<file path="config.mk">
export PLATFORM = sky130hd
export DESIGN_NAME = ccid_top
export DESIGN_NICKNAME = d
export VERILOG_FILES = /design/src/ccid_pkg.sv /design/src/ccid_sync2.sv /design/src/ccid_top.sv
export VERILOG_INCLUDE_DIRS = /design/src
export SDC_FILE = /design/constraint.sdc
export NUM_CORES = 1
export LEC_CHECK = 0
export BUFFER_PORTS_ARGS = -buffer_cell sky130_fd_sc_hd__buf_2
export CAP_MARGIN = 5
export CORE_MARGIN = 4
export CORE_UTILIZATION = 37
export DETAILED_ROUTE_END_ITERATION = 8
export HOLD_SLACK_MARGIN = 0.02
export MAX_ROUTING_LAYER = met4
export PLACE_DENSITY_LB_ADDON = 0.12
export REMOVE_ABC_BUFFERS = 1
export SETUP_SLACK_MARGIN = 0.3
export SLEW_MARGIN = 20
export SYNTH_ARGS = -nofsm -noshare
export SYNTH_HDL_FRONTEND = slang
export SYNTH_SLANG_ARGS = --single-unit
</file>
<file path="constraint.sdc">
create_clock -name clock -period 2.2 [get_ports clock]
set_input_delay 0.33 -clock clock [delete_from_list [all_inputs] [get_ports clock]]
set_output_delay 0.33 -clock clock [all_outputs]
set_load 0.03 [all_outputs]
</file>
<file path="src/ccid_defines.svh">
// Register offsets, field positions, fixed read-one bits, unlock keys and timing counts
`ifndef CCID_DEFINES_SVH
`define CCID_DEFINES_SVH
`define CCID_OFS_CFGCTL     12'h000
`define CCID_OFS_PARTID     12'h004
`define CCID_OFS_RSTCTL     12'h008
`define CCID_OFS_PWRCTL     12'h00C
`define CCID_OFS_UNLOCK     12'h010
`define CCID_OFS_INTSTAT    12'h014
`define CCID_OFS_INTMASK    12'h018
`define CCID_OFS_PINSEL     12'h020
`define CCID_OFS_MODDIS     12'h024
`define CCID_BIT_PSLOCK     13
`define CCID_BIT_MDLOCK     12
`define CCID_BIT_DBGEN      3
`define CCID_BIT_TDOUSE     0
`define CCID_CFG_ONES       32'h0000_0006
`define CCID_BIT_BOR        1
`define CCID_BIT_SLEEP      0
// Unlock key words are arbitrary values
`define CCID_KEY1           32'h3C5A_0F96
`define CCID_KEY2           32'h69F0_A5C3
`define CCID_INT_BOR        0
`define CCID_INT_HOLDDONE   1
`define CCID_INT_LOCKREJ    2
`define CCID_INT_W          3
`define CCID_HOLD_NS        10000
`define CCID_CLK_MHZ        20
`define CCID_HOLD_CYC       ((`CCID_HOLD_NS * `CCID_CLK_MHZ + 999) / 1000)
`endif

</file>
<file path="src/ccid_pkg.sv">
// Types shared by the configuration control block
package ccid_pkg;
  typedef enum logic [1:0] {
    ccid_UNLOCK_IDLE = 2'b00,
    ccid_UNLOCK_KEY1 = 2'b01,
    ccid_UNLOCK_OPEN = 2'b10
  } ccid_unlock_t;
  typedef enum logic [1:0] {
    ccid_HOLD_RUN  = 2'b00,
    ccid_HOLD_WAIT = 2'b01,
    ccid_HOLD_DOWN = 2'b10
  } ccid_hold_t;
endpackage

</file>
<file path="src/ccid_sync2.sv">
// Two-flop synchroniser for one level from outside the clock domain
module ccid_sync2 (
  input  wire logic clock,
  input  wire logic rst_n,
  input  wire logic asyncIn,
  output logic      syncOut
);
  logic stage1_q;

  // First stage feeds only the second
  always_ff @(posedge clock or negedge rst_n) begin
    if (!rst_n) begin
      stage1_q <= 1'b0;
      syncOut  <= 1'b0;
    end else begin
      stage1_q <= asyncIn;
      syncOut  <= stage1_q;
    end
  end
endmodule

</file>
<file path="src/ccid_top.sv">
// Configuration control, identification, hold-off and brown-out block on APB
//
// Functional notes
// - Pin-select lock blocks pin-select writes
// - Module-disable lock blocks module-disable writes
// - Debug port enable, read/write, resets one
// - Two-wire debug uses TDO when set
// - Unimplemented high bits read zero
// - Bits two and one read one
// - Revision identifier in bits 31:28
// - Part identifier bits 27:0, read-only
// - Hold execution after power-up and wake
// - Brown-out sets reset control flag
//
// The APB interface to the registers and the address map were chosen for this implementation.
`include "ccid_defines.svh"
module ccid_top #(
  parameter logic [3:0]  SILICON_REVISION = 4'h1,        // Arbitrary value
  parameter logic [27:0] PART_IDENTIFIER  = 28'h0123456, // Arbitrary value
  parameter int          HOLD_CYCLES      = `CCID_HOLD_CYC
) (
  input  wire logic        clock,
  input  wire logic        rst_n,
  input  wire logic        psel,
  input  wire logic        penable,
  input  wire logic        pwrite,
  input  wire logic [11:0] paddr,
  input  wire logic [31:0] pwdata,
  input  wire logic [3:0]  pstrb,
  output logic      [31:0] prdata,
  output logic             pready,
  output logic             pslverr,
  input  wire logic        brownOutPin,
  input  wire logic        wakePin,
  output logic             execEnable,
  output logic             debugPortEnable,
  output logic             twoWireTdoUse,
  output logic      [31:0] pinSelect,
  output logic      [31:0] moduleDisable,
  output logic             irq
);
  logic        pinSelLock_q;
  logic        modDisLock_q;
  logic        dbgEn_q;
  logic        tdoUse_q;
  logic        borFlag_q;
  logic        sleepReq_q;
  logic [2:0]  intStat_q;
  logic [2:0]  intMask_q;
  logic [31:0] holdCnt_q;
  logic        borSync;
  logic        wakeSync;
  logic        borSeen_q;
  ccid_pkg::ccid_unlock_t unlock_q;
  ccid_pkg::ccid_hold_t   hold_q;

  // Brown-out and wake pins cross into the clock domain
  ccid_sync2 uBorSync (
    .clock   (clock),
    .rst_n   (rst_n),
    .asyncIn (brownOutPin),
    .syncOut (borSync)
  );
  ccid_sync2 uWakeSync (
    .clock   (clock),
    .rst_n   (rst_n),
    .asyncIn (wakePin),
    .syncOut (wakeSync)
  );

  // Access phase decode, zero wait states
  wire access   = psel && penable;
  wire wrAcc    = access && pwrite;
  wire fullWord = (pstrb == 4'hF);
  wire selCfg   = (paddr == `CCID_OFS_CFGCTL);
  wire selId    = (paddr == `CCID_OFS_PARTID);
  wire selRst   = (paddr == `CCID_OFS_RSTCTL);
  wire selPwr   = (paddr == `CCID_OFS_PWRCTL);
  wire selKey   = (paddr == `CCID_OFS_UNLOCK);
  wire selStat  = (paddr == `CCID_OFS_INTSTAT);
  wire selMask  = (paddr == `CCID_OFS_INTMASK);
  wire selPin   = (paddr == `CCID_OFS_PINSEL);
  wire selMod   = (paddr == `CCID_OFS_MODDIS);
  wire mapped   = selCfg | selId | selRst | selPwr | selKey | selStat | selMask | selPin
                | selMod;
  wire wrCfg    = wrAcc && selCfg && pstrb[1] && pstrb[0];
  wire unlocked = (unlock_q == ccid_pkg::ccid_UNLOCK_OPEN);
  // Lock bits move only while unlocked
  wire lockChg  = (pwdata[`CCID_BIT_PSLOCK] != pinSelLock_q) ||
                  (pwdata[`CCID_BIT_MDLOCK] != modDisLock_q);
  wire lockOk   = wrCfg && unlocked;
  wire lockRej  = wrCfg && !unlocked && lockChg;
  wire wrPin    = wrAcc && selPin && fullWord && !pinSelLock_q;
  wire wrMod    = wrAcc && selMod && fullWord && !modDisLock_q;
  wire pinRej   = wrAcc && selPin && pinSelLock_q;
  wire modRej   = wrAcc && selMod && modDisLock_q;
  wire borRise  = borSync && !borSeen_q;
  wire holdDone = (hold_q == ccid_pkg::ccid_HOLD_WAIT) &&
                  (holdCnt_q == 32'(HOLD_CYCLES - 1));
  wire [2:0] intEvt;
  assign intEvt[`CCID_INT_BOR]      = borRise;
  assign intEvt[`CCID_INT_HOLDDONE] = holdDone;
  assign intEvt[`CCID_INT_LOCKREJ]  = lockRej | pinRej | modRej;

  wire [31:0] cfgRead = `CCID_CFG_ONES
                      | ({31'h0, pinSelLock_q} << `CCID_BIT_PSLOCK)
                      | ({31'h0, modDisLock_q} << `CCID_BIT_MDLOCK)
                      | ({31'h0, dbgEn_q} << `CCID_BIT_DBGEN)
                      | ({31'h0, tdoUse_q} << `CCID_BIT_TDOUSE);
  wire [31:0] idRead  = {SILICON_REVISION, PART_IDENTIFIER};
  wire [31:0] rstRead = {31'h0, borFlag_q} << `CCID_BIT_BOR;
  wire [31:0] rdMux   = selCfg  ? cfgRead :
                        selId   ? idRead :
                        selRst  ? rstRead :
                        selPwr  ? {31'h0, sleepReq_q} :
                        selKey  ? {30'h0, unlock_q} :
                        selStat ? {29'h0, intStat_q} :
                        selMask ? {29'h0, intMask_q} :
                        selPin  ? pinSelect :
                        selMod  ? moduleDisable : 32'h0000_0000;

  // APB answer, registered read data, error on unmapped address
  always_ff @(posedge clock or negedge rst_n) begin
    if (!rst_n) begin
      prdata  <= 32'h0000_0000;
      pready  <= 1'b0;
      pslverr <= 1'b0;
    end else begin
      pready  <= psel && !penable;
      pslverr <= psel && !penable && !mapped;
      prdata  <= (psel && !penable && !pwrite) ? rdMux : 32'h0000_0000;
    end
  end

  // Unlock sequence: two key writes in a row stay open until the next configuration control or unlock register write
  always_ff @(posedge clock or negedge rst_n) begin
    if (!rst_n) begin
      unlock_q <= ccid_pkg::ccid_UNLOCK_IDLE;
    end else if (wrAcc && pready && selKey) begin
      if (pwdata == `CCID_KEY1) begin
        unlock_q <= ccid_pkg::ccid_UNLOCK_KEY1;
      end else if (pwdata == `CCID_KEY2 && unlock_q == ccid_pkg::ccid_UNLOCK_KEY1) begin
        unlock_q <= ccid_pkg::ccid_UNLOCK_OPEN;
      end else begin
        unlock_q <= ccid_pkg::ccid_UNLOCK_IDLE;
      end
    end else if (wrAcc && pready && !selKey && unlock_q != ccid_pkg::ccid_UNLOCK_OPEN) begin
      unlock_q <= ccid_pkg::ccid_UNLOCK_IDLE;
    end else if (wrCfg && pready) begin
      unlock_q <= ccid_pkg::ccid_UNLOCK_IDLE;
    end
  end

  // Configuration control bits; writes land on the pready edge
  always_ff @(posedge clock or negedge rst_n) begin
    if (!rst_n) begin
      pinSelLock_q <= 1'b0;
      modDisLock_q <= 1'b0;
      dbgEn_q      <= 1'b1;
      tdoUse_q     <= 1'b1;
    end else if (wrCfg && pready) begin
      dbgEn_q  <= pwdata[`CCID_BIT_DBGEN];
      tdoUse_q <= pwdata[`CCID_BIT_TDOUSE];
      if (lockOk) begin
        pinSelLock_q <= pwdata[`CCID_BIT_PSLOCK];
        modDisLock_q <= pwdata[`CCID_BIT_MDLOCK];
      end
    end
  end

  // Guarded pin-select and module-disable stores
  always_ff @(posedge clock or negedge rst_n) begin
    if (!rst_n) begin
      pinSelect     <= 32'h0000_0000;
      moduleDisable <= 32'h0000_0000;
    end else begin
      if (wrPin && pready) pinSelect <= pwdata;
      if (wrMod && pready) moduleDisable <= pwdata;
    end
  end

  // brown-out flag, set wins over write-one clear
  always_ff @(posedge clock or negedge rst_n) begin
    if (!rst_n) begin
      borFlag_q <= 1'b0;
      borSeen_q <= 1'b0;
    end else begin
      borSeen_q <= borSync;
      if (borRise) begin
        borFlag_q <= 1'b1;
      end else if (wrAcc && pready && selRst && pwdata[`CCID_BIT_BOR]) begin
        borFlag_q <= 1'b0;
      end
    end
  end

  // Interrupt status sticky, mask gates it; set beats clear
  always_ff @(posedge clock or negedge rst_n) begin
    if (!rst_n) begin
      intStat_q <= 3'h0;
      intMask_q <= 3'h0;
      irq       <= 1'b0;
    end else begin
      if (wrAcc && pready && selStat) begin
        intStat_q <= (intStat_q & ~pwdata[2:0]) | intEvt;
      end else begin
        intStat_q <= intStat_q | intEvt;
      end
      if (wrAcc && pready && selMask) intMask_q <= pwdata[2:0];
      irq <= |(intStat_q & intMask_q);
    end
  end

  // execution hold-off after reset, brown-out and sleep wake
  // Brown-out forces a fresh hold, since the core lost its supply
  always_ff @(posedge clock or negedge rst_n) begin
    if (!rst_n) begin
      hold_q     <= ccid_pkg::ccid_HOLD_WAIT;
      holdCnt_q  <= 32'h0000_0000;
      sleepReq_q <= 1'b0;
      execEnable <= 1'b0;
    end else begin
      case (hold_q)
        ccid_pkg::ccid_HOLD_RUN: begin
          execEnable <= 1'b1;
          if (borSync) begin
            hold_q     <= ccid_pkg::ccid_HOLD_DOWN;
            execEnable <= 1'b0;
          end else if (wrAcc && pready && selPwr && pwdata[`CCID_BIT_SLEEP]) begin
            hold_q     <= ccid_pkg::ccid_HOLD_DOWN;
            sleepReq_q <= 1'b1;
            execEnable <= 1'b0;
          end
        end
        ccid_pkg::ccid_HOLD_DOWN: begin
          execEnable <= 1'b0;
          holdCnt_q  <= 32'h0000_0000;
          if (!borSync && (!sleepReq_q || wakeSync)) begin
            hold_q     <= ccid_pkg::ccid_HOLD_WAIT;
            sleepReq_q <= 1'b0;
          end
        end
        ccid_pkg::ccid_HOLD_WAIT: begin
          execEnable <= 1'b0;
          if (borSync) begin
            hold_q <= ccid_pkg::ccid_HOLD_DOWN;
          end else if (holdDone) begin
            hold_q     <= ccid_pkg::ccid_HOLD_RUN;
            execEnable <= 1'b1;
          end else begin
            holdCnt_q <= holdCnt_q + 32'h0000_0001;
          end
        end
        default: begin
          hold_q     <= ccid_pkg::ccid_HOLD_WAIT;
          execEnable <= 1'b0;
        end
      endcase
    end
  end

  // Config bits drive the debug logic
  always_ff @(posedge clock or negedge rst_n) begin
    if (!rst_n) begin
      debugPortEnable <= 1'b1;
      twoWireTdoUse   <= 1'b1;
    end else begin
      debugPortEnable <= dbgEn_q;
      twoWireTdoUse   <= tdoUse_q;
    end
  end

  // Checks
  // pin-select guard
  pin_lock_a: assert property (@(posedge clock) disable iff (!rst_n)
    (wrAcc && pready && selPin && pinSelLock_q) |=> $stable(pinSelect))
    else $error("pin-select changed while locked");
  mod_lock_a: assert property (@(posedge clock) disable iff (!rst_n)
    (wrAcc && pready && selMod && modDisLock_q) |=> $stable(moduleDisable))
    else $error("module-disable changed while locked");
  dbg_write_a: assert property (@(posedge clock) disable iff (!rst_n)
    (wrCfg && pready) |=> ##1 (debugPortEnable == $past(pwdata[`CCID_BIT_DBGEN], 2)))
    else $error("debug enable did not follow write");
  tdo_write_a: assert property (@(posedge clock) disable iff (!rst_n)
    (wrCfg && pready) |=> (tdoUse_q == $past(pwdata[`CCID_BIT_TDOUSE])))
    else $error("TDO use did not follow write");
  cfg_fixed_a: assert property (@(posedge clock) disable iff (!rst_n)
    (psel && !penable && !pwrite && selCfg) |=>
      ((prdata & 32'hFFFF_CFF6) == 32'h0000_0006))
    else $error("configuration fixed bits wrong");
  id_read_a: assert property (@(posedge clock) disable iff (!rst_n)
    (psel && !penable && !pwrite && selId) |=>
      (prdata == {SILICON_REVISION, PART_IDENTIFIER}))
    else $error("identifier read wrong");
  hold_exec_a: assert property (@(posedge clock) disable iff (!rst_n)
    (hold_q == ccid_pkg::ccid_HOLD_WAIT && holdCnt_q == 32'h0000_0000) |=>
      !execEnable [*1])
    else $error("execution during hold-off");
  bor_flag_a: assert property (@(posedge clock) disable iff (!rst_n)
    borRise |=> borFlag_q)
    else $error("brown-out flag not set");
  lock_key_a: assert property (@(posedge clock) disable iff (!rst_n)
    (wrCfg && pready && !unlocked) |=> $stable(pinSelLock_q) && $stable(modDisLock_q))
    else $error("lock changed without unlock");
  irq_level_a: assert property (@(posedge clock) disable iff (!rst_n)
    (|(intStat_q & intMask_q)) |=> irq)
    else $error("interrupt not raised");
  pin_open_a: assert property (@(posedge clock) disable iff (!rst_n)
    (wrPin && pready) |=> (pinSelect == $past(pwdata)))
    else $error("pin-select write lost while open");
  mod_open_a: assert property (@(posedge clock) disable iff (!rst_n)
    (wrMod && pready) |=> (moduleDisable == $past(pwdata)))
    else $error("module-disable write lost while open");
  // Interrupt drops once nothing unmasked is pending
  irq_clear_a: assert property (@(posedge clock) disable iff (!rst_n)
    !(|(intStat_q & intMask_q)) |=> !irq)
    else $error("interrupt stuck high");
  // One access cycle per transfer, so pready never stands two cycles
  ready_pulse_a: assert property (@(posedge clock) disable iff (!rst_n)
    pready |=> !pready)
    else $error("pready held too long");

  cov_unlock: cover property (@(posedge clock) disable iff (!rst_n) lockOk && pready);
  cov_reject: cover property (@(posedge clock) disable iff (!rst_n) pinRej && pready);
  cov_bor:    cover property (@(posedge clock) disable iff (!rst_n) borRise);
  cov_wake:   cover property (@(posedge clock) disable iff (!rst_n) holdDone);
  cov_sleep:  cover property (@(posedge clock) disable iff (!rst_n) sleepReq_q && wakeSync);
endmodule

</file>
-- Word-level counts from Yosys, hierarchy flattened
Cells that the tools add are included.
- add/sub/neg operators: 1
- equal/unequal tests: 26
- mux-type cells: 36
- bitwise logic cells: 18
- reductions and logical operators: 59
- operator list (operator ; count):
    $mux 32 ; 12
    $pmux 32 s2 ; 1
    $eq 12x5->1 const B ; 3
    $logic_and 1x1->1 ; 36
    $add 32x1->32 const B ; 1
    $eq 32x30->1 const B ; 1
    $eq 32x31->1 const B ; 1
    $eq 32x8->1 const B ; 1
    $eq 12x4->1 const B ; 2
    $eq 12x6->1 const B ; 2
    $mux 2 ; 10
    $or 14x1->14 ; 1
    $or 14x13->14 ; 1
    $or 14x4->14 ; 1
    $eq 12x3->1 const B ; 1
    $logic_not 12->1 ; 1
    $ne 2x2->1 const B ; 6
    $logic_not 1->1 ; 10
    $or 1x1->1 ; 10
    $mux 1 ; 9
    $and 3x3->3 ; 2
    $ne 3x2->1 const B ; 2
    $or 3x3->3 ; 2
    $pmux 2 s3 ; 1
    15 further kinds ; 23
- bits in registers: 155
- input bits: 55
- output and inout bits: 102
- word-level logic and storage cells: 165

-- Logic depth before layout (Yosys ltp)
Gate-level depths: netlist (run 1).
- word-level depth: 11
- gate-level depth with buffers: 8
- depth with buffers taken out: 6

-- By module
From an unflattened synthesis (run 1), not the netlist that was laid out.
- cells, all modules: 607
- area, all modules: 6950.4 um^2
- by module, submodules not included (module ; instances ; cells an instance ; area each (um^2) ; seq. area each (um^2)):
    ccid_top ; 1 ; 603 ; 6850.3 ; 3784.9
    ccid_sync2 ; 2 ; 2 ; 50.0 ; 50.0

-- Worst setup path before layout (run 1)
OpenSTA, ideal clock, no wires.
- path type: reg-to-reg
- start: reg pready
- end: reg moduleDisable[10]
- library setup time: 0.125 ns
- arrival: 2.037 ns
- setup slack: 0.038 ns
- stages on the path, launching flop included: 7
- path buffers: 1
- cell sequence: dfrtp_1 nand4_1 nor2_1 nand3_1 nor4_4 buf_8 mux2_4
- longest elaborated chain between the ends: 1
- RTL lines (what ; line ; text):
    start: declaration ; ccid_top.sv:31 ; output logic pready,
    start signal: assignment ; ccid_top.sv:129 ; pready <= psel && !penable;
    $logic_and 1x1->1 ; ccid_top.sv:178 ; if (wrMod && pready) moduleDisable <= pwdata;
    end signal: assignment ; ccid_top.sv:178 ;
    end: declaration ; ccid_top.sv:39 ; output logic [31:0] moduleDisable,
No other way between the ends.
A chain may end at the register's enable or synchronous reset.

-- Worst setup path after layout (run 1)
- start: reg holdCnt_q[0]
- end: reg holdCnt_q[22]
- longest elaborated chain between the ends: 4
- elaborated cells on any way between the ends: 8
- those cells by class: 1 x add/sub; 2 x eq/ne; 3 x mux; 2 x reduce/logical
- RTL lines (what ; line ; text):
    start: declaration ; ccid_top.sv:50 ; logic [31:0] holdCnt_q;
    start signal: assignment ; ccid_top.sv:251 ; holdCnt_q <= holdCnt_q + 32'h0000_0001;
    $add 32x1->32 or $eq 32x8->1 (tied branches) ; ccid_top.sv:251, ccid_top.sv:99 ;
    $mux 32 or $logic_and 1x1->1 (tied branches) ; ccid_top.sv:247, ccid_top.sv:98 ;
    $mux 32 or $ne 2x2->1 (tied branches) ; - ;
    $pmux 32 s2 or $reduce_and 3->1 (tied branches) ; - ;
Several ways; a longest one is shown, not always the timed one. The select of a mux whose other input is x is not followed.

==> reports/qor.yml, run 1 <==
worst_setup_path:
  cp_max_fo: 7
  timing.critical_path.buf_inv: 3
  timing.setup.critical_path_class: "reg2reg"
  crit_path_end_kind: "flip-flop"
  cpPeakStageDelay_ps: 410
  crit-reg2reg-launch: "holdCnt_q[0]"
  cpLargestDelayFamily: "simple AND/OR/NAND/NOR gates"
  cp_data_required_time_ps: 2550
  crit_path_launch_type: "flip-flop"
  crit_path_cells: "ha_2 -> nor4b_4 -> nand4_1 -> buf_4 -> o211ai_1 -> buf_4 -> buf_6 -> or4_4 -> a21oi_2"
  worst_path_most_repeated_cell: "buf_4"
  worst-path-stages: 9
  rr_worst_depth: 9
  rr_endpoint: "holdCnt_q[22]"
  slowest_stage: "or4_4"
  regToRegSetupSlack_ps: 220
  crit_arrival_ps: 2320
cts:
  clkSlewWorstSetupHoldPaths_ps: 70
  cts_inserted_buffers: 17
  insertion_delay_ps: 420
  cts_buffer_depth: 2
  ctsHtreeMaxLevel: 4
  number_of_clock_sinks: 155
  cts_root_buffer_type: "clkbuf_16"
  cts_tree: "built"
job:
  maxCapViolations: 0
floorplanning:
  ioPinCount: 157
  die_height_um: 147
  die_w_um: 147
  rows: 50
  initial_core_util_pct: 37.8
  core-area_um2: 18800
  dieArea_um2: 21500
power_and_ir_drop:
  comb_power_share_pct: 8.2
  cell_internal_pwr_mw: 4.81
  pwr-share-clk_pct: 46.5
  power_density_nw_per_um2: 668
  total_leakage_power_nw: 4.51
  vdd_drop_max_uv: 530
  switching_power_mw: 1.63
  power.share.switching_pct: 25.3
  seq_power_share_pct: 45.3
synthesis:
  post_synth_main_area_contributors: "dfrtp_1 53%, mux2_2 6.3%, mux2_4 6.3%"
  synth_top_area_share_pct: 52.7
  post_synth_instance_area_um2: 7130
  yosys_warnings: 0
  yosys.cell_types.count: 63
  async_flop_share_pct: 100
  ys.flop_type: "dfrtp_1"
  yosys_register_bits: 155
  synth_compound_gate_area_share_pct: 11.4
  muxShareOfSynthArea_pct: 13.8
  post_synth_inst_count: 610
  synth.yosys.seq_area_share_pct: 54.5
  synth.avg_cell_area_um2: 11.7
  post_synth_and_or_nand_nor_area_fraction_pct: 16.4
  synth_top_family_by_area: "simple AND/OR/NAND/NOR gates"
  synth_fa_ha_area_share_pct: 0.176
  synth_enable_flop_cells: 0
  synth_top_area_cell: "dfrtp_1"
  xor_and_xnor_area_share_after_synthesis_pct: 0.492
timing:
  grt_setup_unrepaired: "yes"
  report.final.setup_viol: 0
  final_max_slew_viol_count: 0
  post-route-worst-setup-slack_ps: 225
  slew_headroom_pct: 54.6
  holdWs_ps: 126
  fin_worst_skew_ps: 7.65
  final-hold-violation-count: 0
  finalCritPeriodShare_pct: 89.8
  period_minus_slack_ps: 1980
  tightestPinTransition_ps: 678
  timing.fmax_mhz: 506
  setup_total_negative_slack_ps: 0
grt:
  grt_max_degree: 56
  first_global_vias: 5987
  number_of_antenna_violations_at_the_first_check_in_global_routing: 2
  global_route.usage.total_pct: 20.0
  first_pass_grt_wire_length_mm: 33.3
  gr-total-overflow: 0
drt:
  vias: 5864
  via_per_inst: 5.30
  drtIter0Drc: 371
  dr.pass1.iters: 6
  drc_errors: 0
  wire_per_inst_um: 19.2
  drt_wl_total_mm: 21.3
  antenna_left: 0
layout:
  final_core_util_pct: 51.3
  syn2layout_area_growth_pct: 35.6
  design_area_um2: 9660
  finalNetCount: 888
  drive_above_1_share_pct: 45.9
placed_design:
  preCtsSetupSlack_ps: 35.4
  global_placer_s_final_weighted_congestion: 0.847
  numPortBuffers: 156
  hpwlAfterDp_mm: 14.7
  placed_cell_area_um2: 8490
min_path:
  timing.hold.worst.class: "in2reg"
  worstHoldPathCells: 2
  timing.hold.worst_endpoint: "pready"
  holdCritStartpoint: "penable"
run_status:
  status: "complete, no violations"
-- sequential cells by signal, indices dropped and copies added (netlist names), 2 cells and up --
name	count
holdCnt_q	32
intMask_q	3
intStat_q	3
prdata	32
hold_q	2
pinSelect	32
moduleDisable	32
unlock_q	2
-- per-stage QoR --
stage / instances / power [mW]
6_report: 1107 / 6.45
5_1_grt: 1107 / 6.70
4_1_cts: 1091 / 6.47
3_5_place_dp: 1041 / 3.42
3_3_place_gp: 1041 / 3.40
2_1_floorplan: 582 / 3.13
-- worst reg2reg max path, stage by stage, from the launching register on --
cell and delay, ps:
dfrtp_1 390, ha_2 210, nor4b_4 130, nand4_1 110, buf_4 130, o211ai_1 80
buf_4 160, buf_6 130, or4_4 420, a21oi_2 150
-- metal layers --
layer / part of all wire, % / vias up / wire [um] / track usage [%]
met1: 42 / 2958 / 8960 / 24.7
met3: 5.8 / 22 / 1240 / 4.94
met4: 1.7 / 0 / 359 / 6.30
met5: 0 / - / 0 / -
met2: 50 / 156 / 10700 / 32.4
li1: - / 2728 / - / -
-- cell families (layout without fill, tap and decap cells) --
| logic type | Yosys count | count (layout) |
|---|---|---|
| and+or+nand+nor | 208 | 208 |
| DFF | 155 | 155 |
| AOI/OAI and AO/OA | 122 | 123 |
| muxes | 78 | 78 |
| buffers and inverters | 42 | 276 |
| xor gates and xnor gates | 4 | 4 |
| adders and majority gates | 1 | 1 |
| other | 0 | 2 |
-- worst max path at each step --
stage	start	end	slack, ps
after floorplan	pready	moduleDisable[0]	-1120
after global placement	paddr[1]	pinSelect[25]	60
after detailed placement	paddr[7]	moduleDisable[3]	40
after CTS	holdCnt_q[2]	holdCnt_q[26]	280
after global routing	holdCnt_q[19]	holdCnt_q[28]	90
final	holdCnt_q[0]	holdCnt_q[22]	220
-- synthesized netlist by cell type, drive strengths merged (4+ instances only) --
cell	number
a22oi	26
clkbuf	12
nand2b	7
nor2	43
or3	12
nand2	47
o21ai	25
nand4	14
nor3	10
dfrtp	150
dfstp	5
inv	14
nor4b	9
o211ai	7
mux2i	6
nor4	16
buf	16
or4	10
xnor2	4
a21oi	29
mux2	72
nand3	24
o31ai	9
-- layout make-up --
cell class	instances	area (um2)
clock inverters	15	175
clock buffers	17	425
diodes	2	5.00
repair buffers	230	1550
multi-input cells	414	3230
well taps	260	325
fillers	1713	9170
inverters	14	52.6
flip-flops and latches	155	3900
-- cell usage in the layout (no fill, tap or decap), types with 9 or more instances in the layout --
master	Yosys	layout
inv_1	14	14
or3_1	12	10
buf_2	8	155
o21ai_0	24	19
nand2_1	46	46
nand3_1	24	22
clkbuf_16	0	20
mux2_4	30	30
dfrtp_2	0	9
nor2_1	43	40
a22oi_1	26	26
buf_4	0	53
nand4_1	13	13
buf_12	0	9
a21oi_1	29	25
o31ai_1	9	9
dfrtp_1	150	141
mux2_2	40	40
-- power by group through the flow --
| stage | clock network [mW] | registers (mW) | logic [mW] |
|---|---|---|---|
| after CTS | 3.06 | 2.92 | 0.497 |
| after floorplan | 0 | 2.98 | 0.148 |
| after global routing | 3.19 | 2.92 | 0.582 |
| after detailed placement | 0 | 2.97 | 0.448 |
| final | 3.00 | 2.92 | 0.529 |
| after global placement | 0 | 2.97 | 0.427 |
-- timing repair --
item,4_1_cts,5_1_grt
cloned,1,6
hold buffers,3,0
buffers inserted,14,8
endpoints found under the setup margin,92,63
gates resized for setup,25,36
pin swaps,12,23
endpoints found under the hold margin,51,0
No activity file was read; power rests on OpenSTA's default activity.
==> inputs of run 2 (changes only) <==
--- a/config.mk
+++ b/config.mk
@@ -6,11 +6,13 @@
 export SDC_FILE = /design/constraint.sdc
 export NUM_CORES = 1
 export LEC_CHECK = 0
+export ABC_CLOCK_PERIOD_IN_PS = 2200
 export BUFFER_PORTS_ARGS = -buffer_cell sky130_fd_sc_hd__buf_2
 export CAP_MARGIN = 5
 export CORE_MARGIN = 4
 export CORE_UTILIZATION = 37
 export DETAILED_ROUTE_END_ITERATION = 8
+export GPL_TIMING_DRIVEN = 0
 export HOLD_SLACK_MARGIN = 0.02
 export MAX_ROUTING_LAYER = met4
 export PLACE_DENSITY_LB_ADDON = 0.12
@@ -19,4 +21,5 @@
 export SLEW_MARGIN = 20
 export SYNTH_ARGS = -nofsm -noshare
 export SYNTH_HDL_FRONTEND = slang
+export SYNTH_HIERARCHICAL = 1
 export SYNTH_SLANG_ARGS = --single-unit
==> reports/qor.yml, run 2 <==
floorplanning:
  ioPinCount: 157
  rows: 49
  die_w_um: 145
  core-area_um2: 18200
  dieArea_um2: 21000
  initial_core_util_pct: 38.2
  die_height_um: 145
synthesis:
  yosys.cell_types.count: 59
  post_synth_main_area_contributors: "dfrtp_1 54%, mux2_2 7.6%, mux2_1 3.7%"
  async_flop_share_pct: 100
  synth.avg_cell_area_um2: 11.5
  post_synth_instance_area_um2: 6950
  yosys_warnings: 6
  synth_top_cells_by_count: "150 x dfrtp_1, 57 x nor2_1, 47 x mux2_2"
  ys.flop_type: "dfrtp_1"
  synth_top_area_share_pct: 54.0
  yosys_register_bits: 155
  synth_top_area_cell: "dfrtp_1"
  synth_enable_flop_cells: 0
  yosysMostFrequentCell: "dfrtp_1"
  post_synth_inst_count: 607
  synth.yosys.seq_area_share_pct: 55.9
worst_setup_path:
  cpLargestDelayFamily: "simple AND/OR/NAND/NOR gates"
  cp_data_required_time_ps: 2510
  cp_max_fo: 5
  timing.setup.critical_path_class: "in2reg"
  crit_arrival_ps: 2480
  slowest_stage: "or4_4"
  crit_path_end_kind: "flip-flop"
  worst_path_most_repeated_cell: "buf_12"
  crit_path_launch_type: "input pin"
  crit_path_cells: "buf_6 -> or4_4 -> nor4_4 -> buf_6 -> nor3b_4 -> buf_8 -> buf_12 -> buf_12 -> buf_12 -> mux2_4"
  timing.critical_path.buf_inv: 6
  cpPeakStageDelay_ps: 580
power_and_ir_drop:
  power.share.switching_pct: 28.5
  vdd_drop_max_uv: 504
  pwr-share-clk_pct: 43.8
  total_leakage_power_nw: 4.59
  comb_power_share_pct: 11.3
  seq_power_share_pct: 44.9
  power_density_nw_per_um2: 689
  switching_power_mw: 1.89
  cell_internal_pwr_mw: 4.74
layout:
  syn2layout_area_growth_pct: 38.5
  finalNetCount: 865
  sequential_cell_area_um2: 3890
  drive_above_1_share_pct: 42.9
  design_area_um2: 9630
  layout_commonest_cell: "buf_2"
  layout.cells.most_common_list: "151 x buf_2, 148 x dfrtp_1, 56 x nor2_1, 54 x mux2_4, 31 x nand2_1"
  fillCellCount: 1606
  final_core_util_pct: 52.9
  multiInputGateArea_um2: 3290
  finalNonFillerCells: 1053
cts:
  number_of_clock_sinks: 155
  insertion_delay_ps: 420
  cts_root_buffer_type: "clkbuf_16"
  cts_tree: "built"
  ctsHtreeMaxLevel: 4
  cts_inserted_buffers: 17
  clkSlewWorstSetupHoldPaths_ps: 70
  cts_buffer_depth: 2
timing:
  tightestPinTransition_ps: 765
  grt_setup_unrepaired: "yes"
  slew_headroom_pct: 48.7
  post-route-worst-setup-slack_ps: 23.2
  setup_total_negative_slack_ps: 0
  timing.fmax_mhz: 459
  report.final.setup_viol: 0
  fin_worst_skew_ps: 7.07
  final_max_slew_viol_count: 0
  final-hold-violation-count: 0
  finalCritPeriodShare_pct: 98.9
  period_minus_slack_ps: 2180
min_path:
  timing.hold.worst.class: "in2reg"
job:
  maxCapViolations: 0
grt:
  first_pass_grt_wire_length_mm: 33.7
  number_of_antenna_violations_at_the_first_check_in_global_routing: 2
  first_global_vias: 5998
  grt_max_degree: 103
  global_route.usage.total_pct: 20.6
  gr-total-overflow: 0
placed_design:
  numPlacedInstances: 972
  global_placer_s_final_weighted_congestion: 0.808
  preCtsSetupSlack_ps: -1070
  placed_cell_area_um2: 8070
  hpwlAfterDp_mm: 14.2
  numPortBuffers: 156
drt:
  via_per_inst: 5.46
  wire_per_inst_um: 20.7
  dr.pass1.iters: 4
  antenna_left: 0
  vias: 5752
  drt_wl_total_mm: 21.8
  drc_errors: 0
  drtIter0Drc: 369
run_status:
  status: "complete, no violations"
run 2: changes by cell type in the layout (fill, tap and decap cells not counted), moves of 8 or more:
cell     previous run  this run
a21oi_1            25        15
buf_4              53        30
mux2_2             40        16
mux2_4             30        54
nand2_1            46        31
nor2_1             40        56
or4_1               8         0
xnor2_1             3        13
xor2_1              0        13
run 2: final cells by class:
type,count,area share [%]
Antenna cell,2,0.0520
Clock buffer,17,4.42
Clock inverter,15,1.79
Inverter,7,0.273
Multi-Input combinational cell,414,34.1
Sequential cell,155,40.4
Tap cell,229,2.98
Timing Repair Buffer,214,16.0
run 2: what timing repair did:
item                       in CTS  in global routing
setup endpoints to repair     113                111
cloned                          2                  3
hold endpoints to repair       50                  0
resized for setup              64                 55
setup buffers                  29                 10
hold buffers                    3                  0
pin swaps                      11                  7
run 2: metal layers:
| layer | track usage, % | part of all wire, % | vias to the layer above | wire, um |
|---|---|---|---|---|
| li1 | - | - | 2638 | - |
| met1 | 26.8 | 44 | 2915 | 9540 |
| met3 | 6.67 | 6.8 | 21 | 1490 |
| met4 | 5.08 | 1.4 | 0 | 314 |
| met5 | - | 0 | - | 0 |
| met2 | 31.6 | 48 | 178 | 10400 |
run 2: worst paths after layout:
kind                       cells after the start                 end  slack, ps         startpoint
setup / recovery                              10       pinSelect[30]         20          paddr[10]
hold / removal                                 2              pready        140            penable
setup reg to reg                               9       pinSelect[30]        160             pready
hold reg to reg                                0    uBorSync/syncOut        360  uBorSync/stage1_q
max in group asynchronous                      3           prdata[9]        930              rst_n
min in group asynchronous                      2  uWakeSync/stage1_q        430              rst_n
run 2: power by group through the flow:
| stage | registers [mW] | clock network (mW) | logic (mW) |
|---|---|---|---|
| after global routing | 2.98 | 3.12 | 0.807 |
| after global placement | 3.05 | 0 | 0.446 |
| final | 2.98 | 2.90 | 0.750 |
| after floorplan | 3.04 | 0 | 0.220 |
| after detailed placement | 3.06 | 0 | 0.484 |
| after CTS | 2.96 | 2.98 | 0.691 |
run 2: cell families (layout without fill, tap and decap cells):
| kind of cell | Yosys count | after routing | share of synthesized area [%] |
|---|---|---|---|
| AO/OA/AOI/OAI | 94 | 94 | 9.20 |
| XOR/XNOR | 26 | 26 | 3.28 |
| adder cells (fa/ha/maj) | 1 | 1 | 0.180 |
| buffers and inverters | 39 | 253 | 2.43 |
| flip-flops | 155 | 155 | 55.9 |
| multiplexers | 71 | 71 | 11.5 |
| other | 0 | 2 | 0 |
| AND/OR/NAND/NOR | 221 | 222 | 17.5 |
run 2: metrics by stage:
stage / total power, mW / hold WS [ps]
after detailed placement: 3.54 / 286
after global placement: 3.49 / 344
after CTS: 6.63 / 116
final: 6.63 / 143
after floorplan: 3.26 / 34.4
after global routing: 6.91 / 126
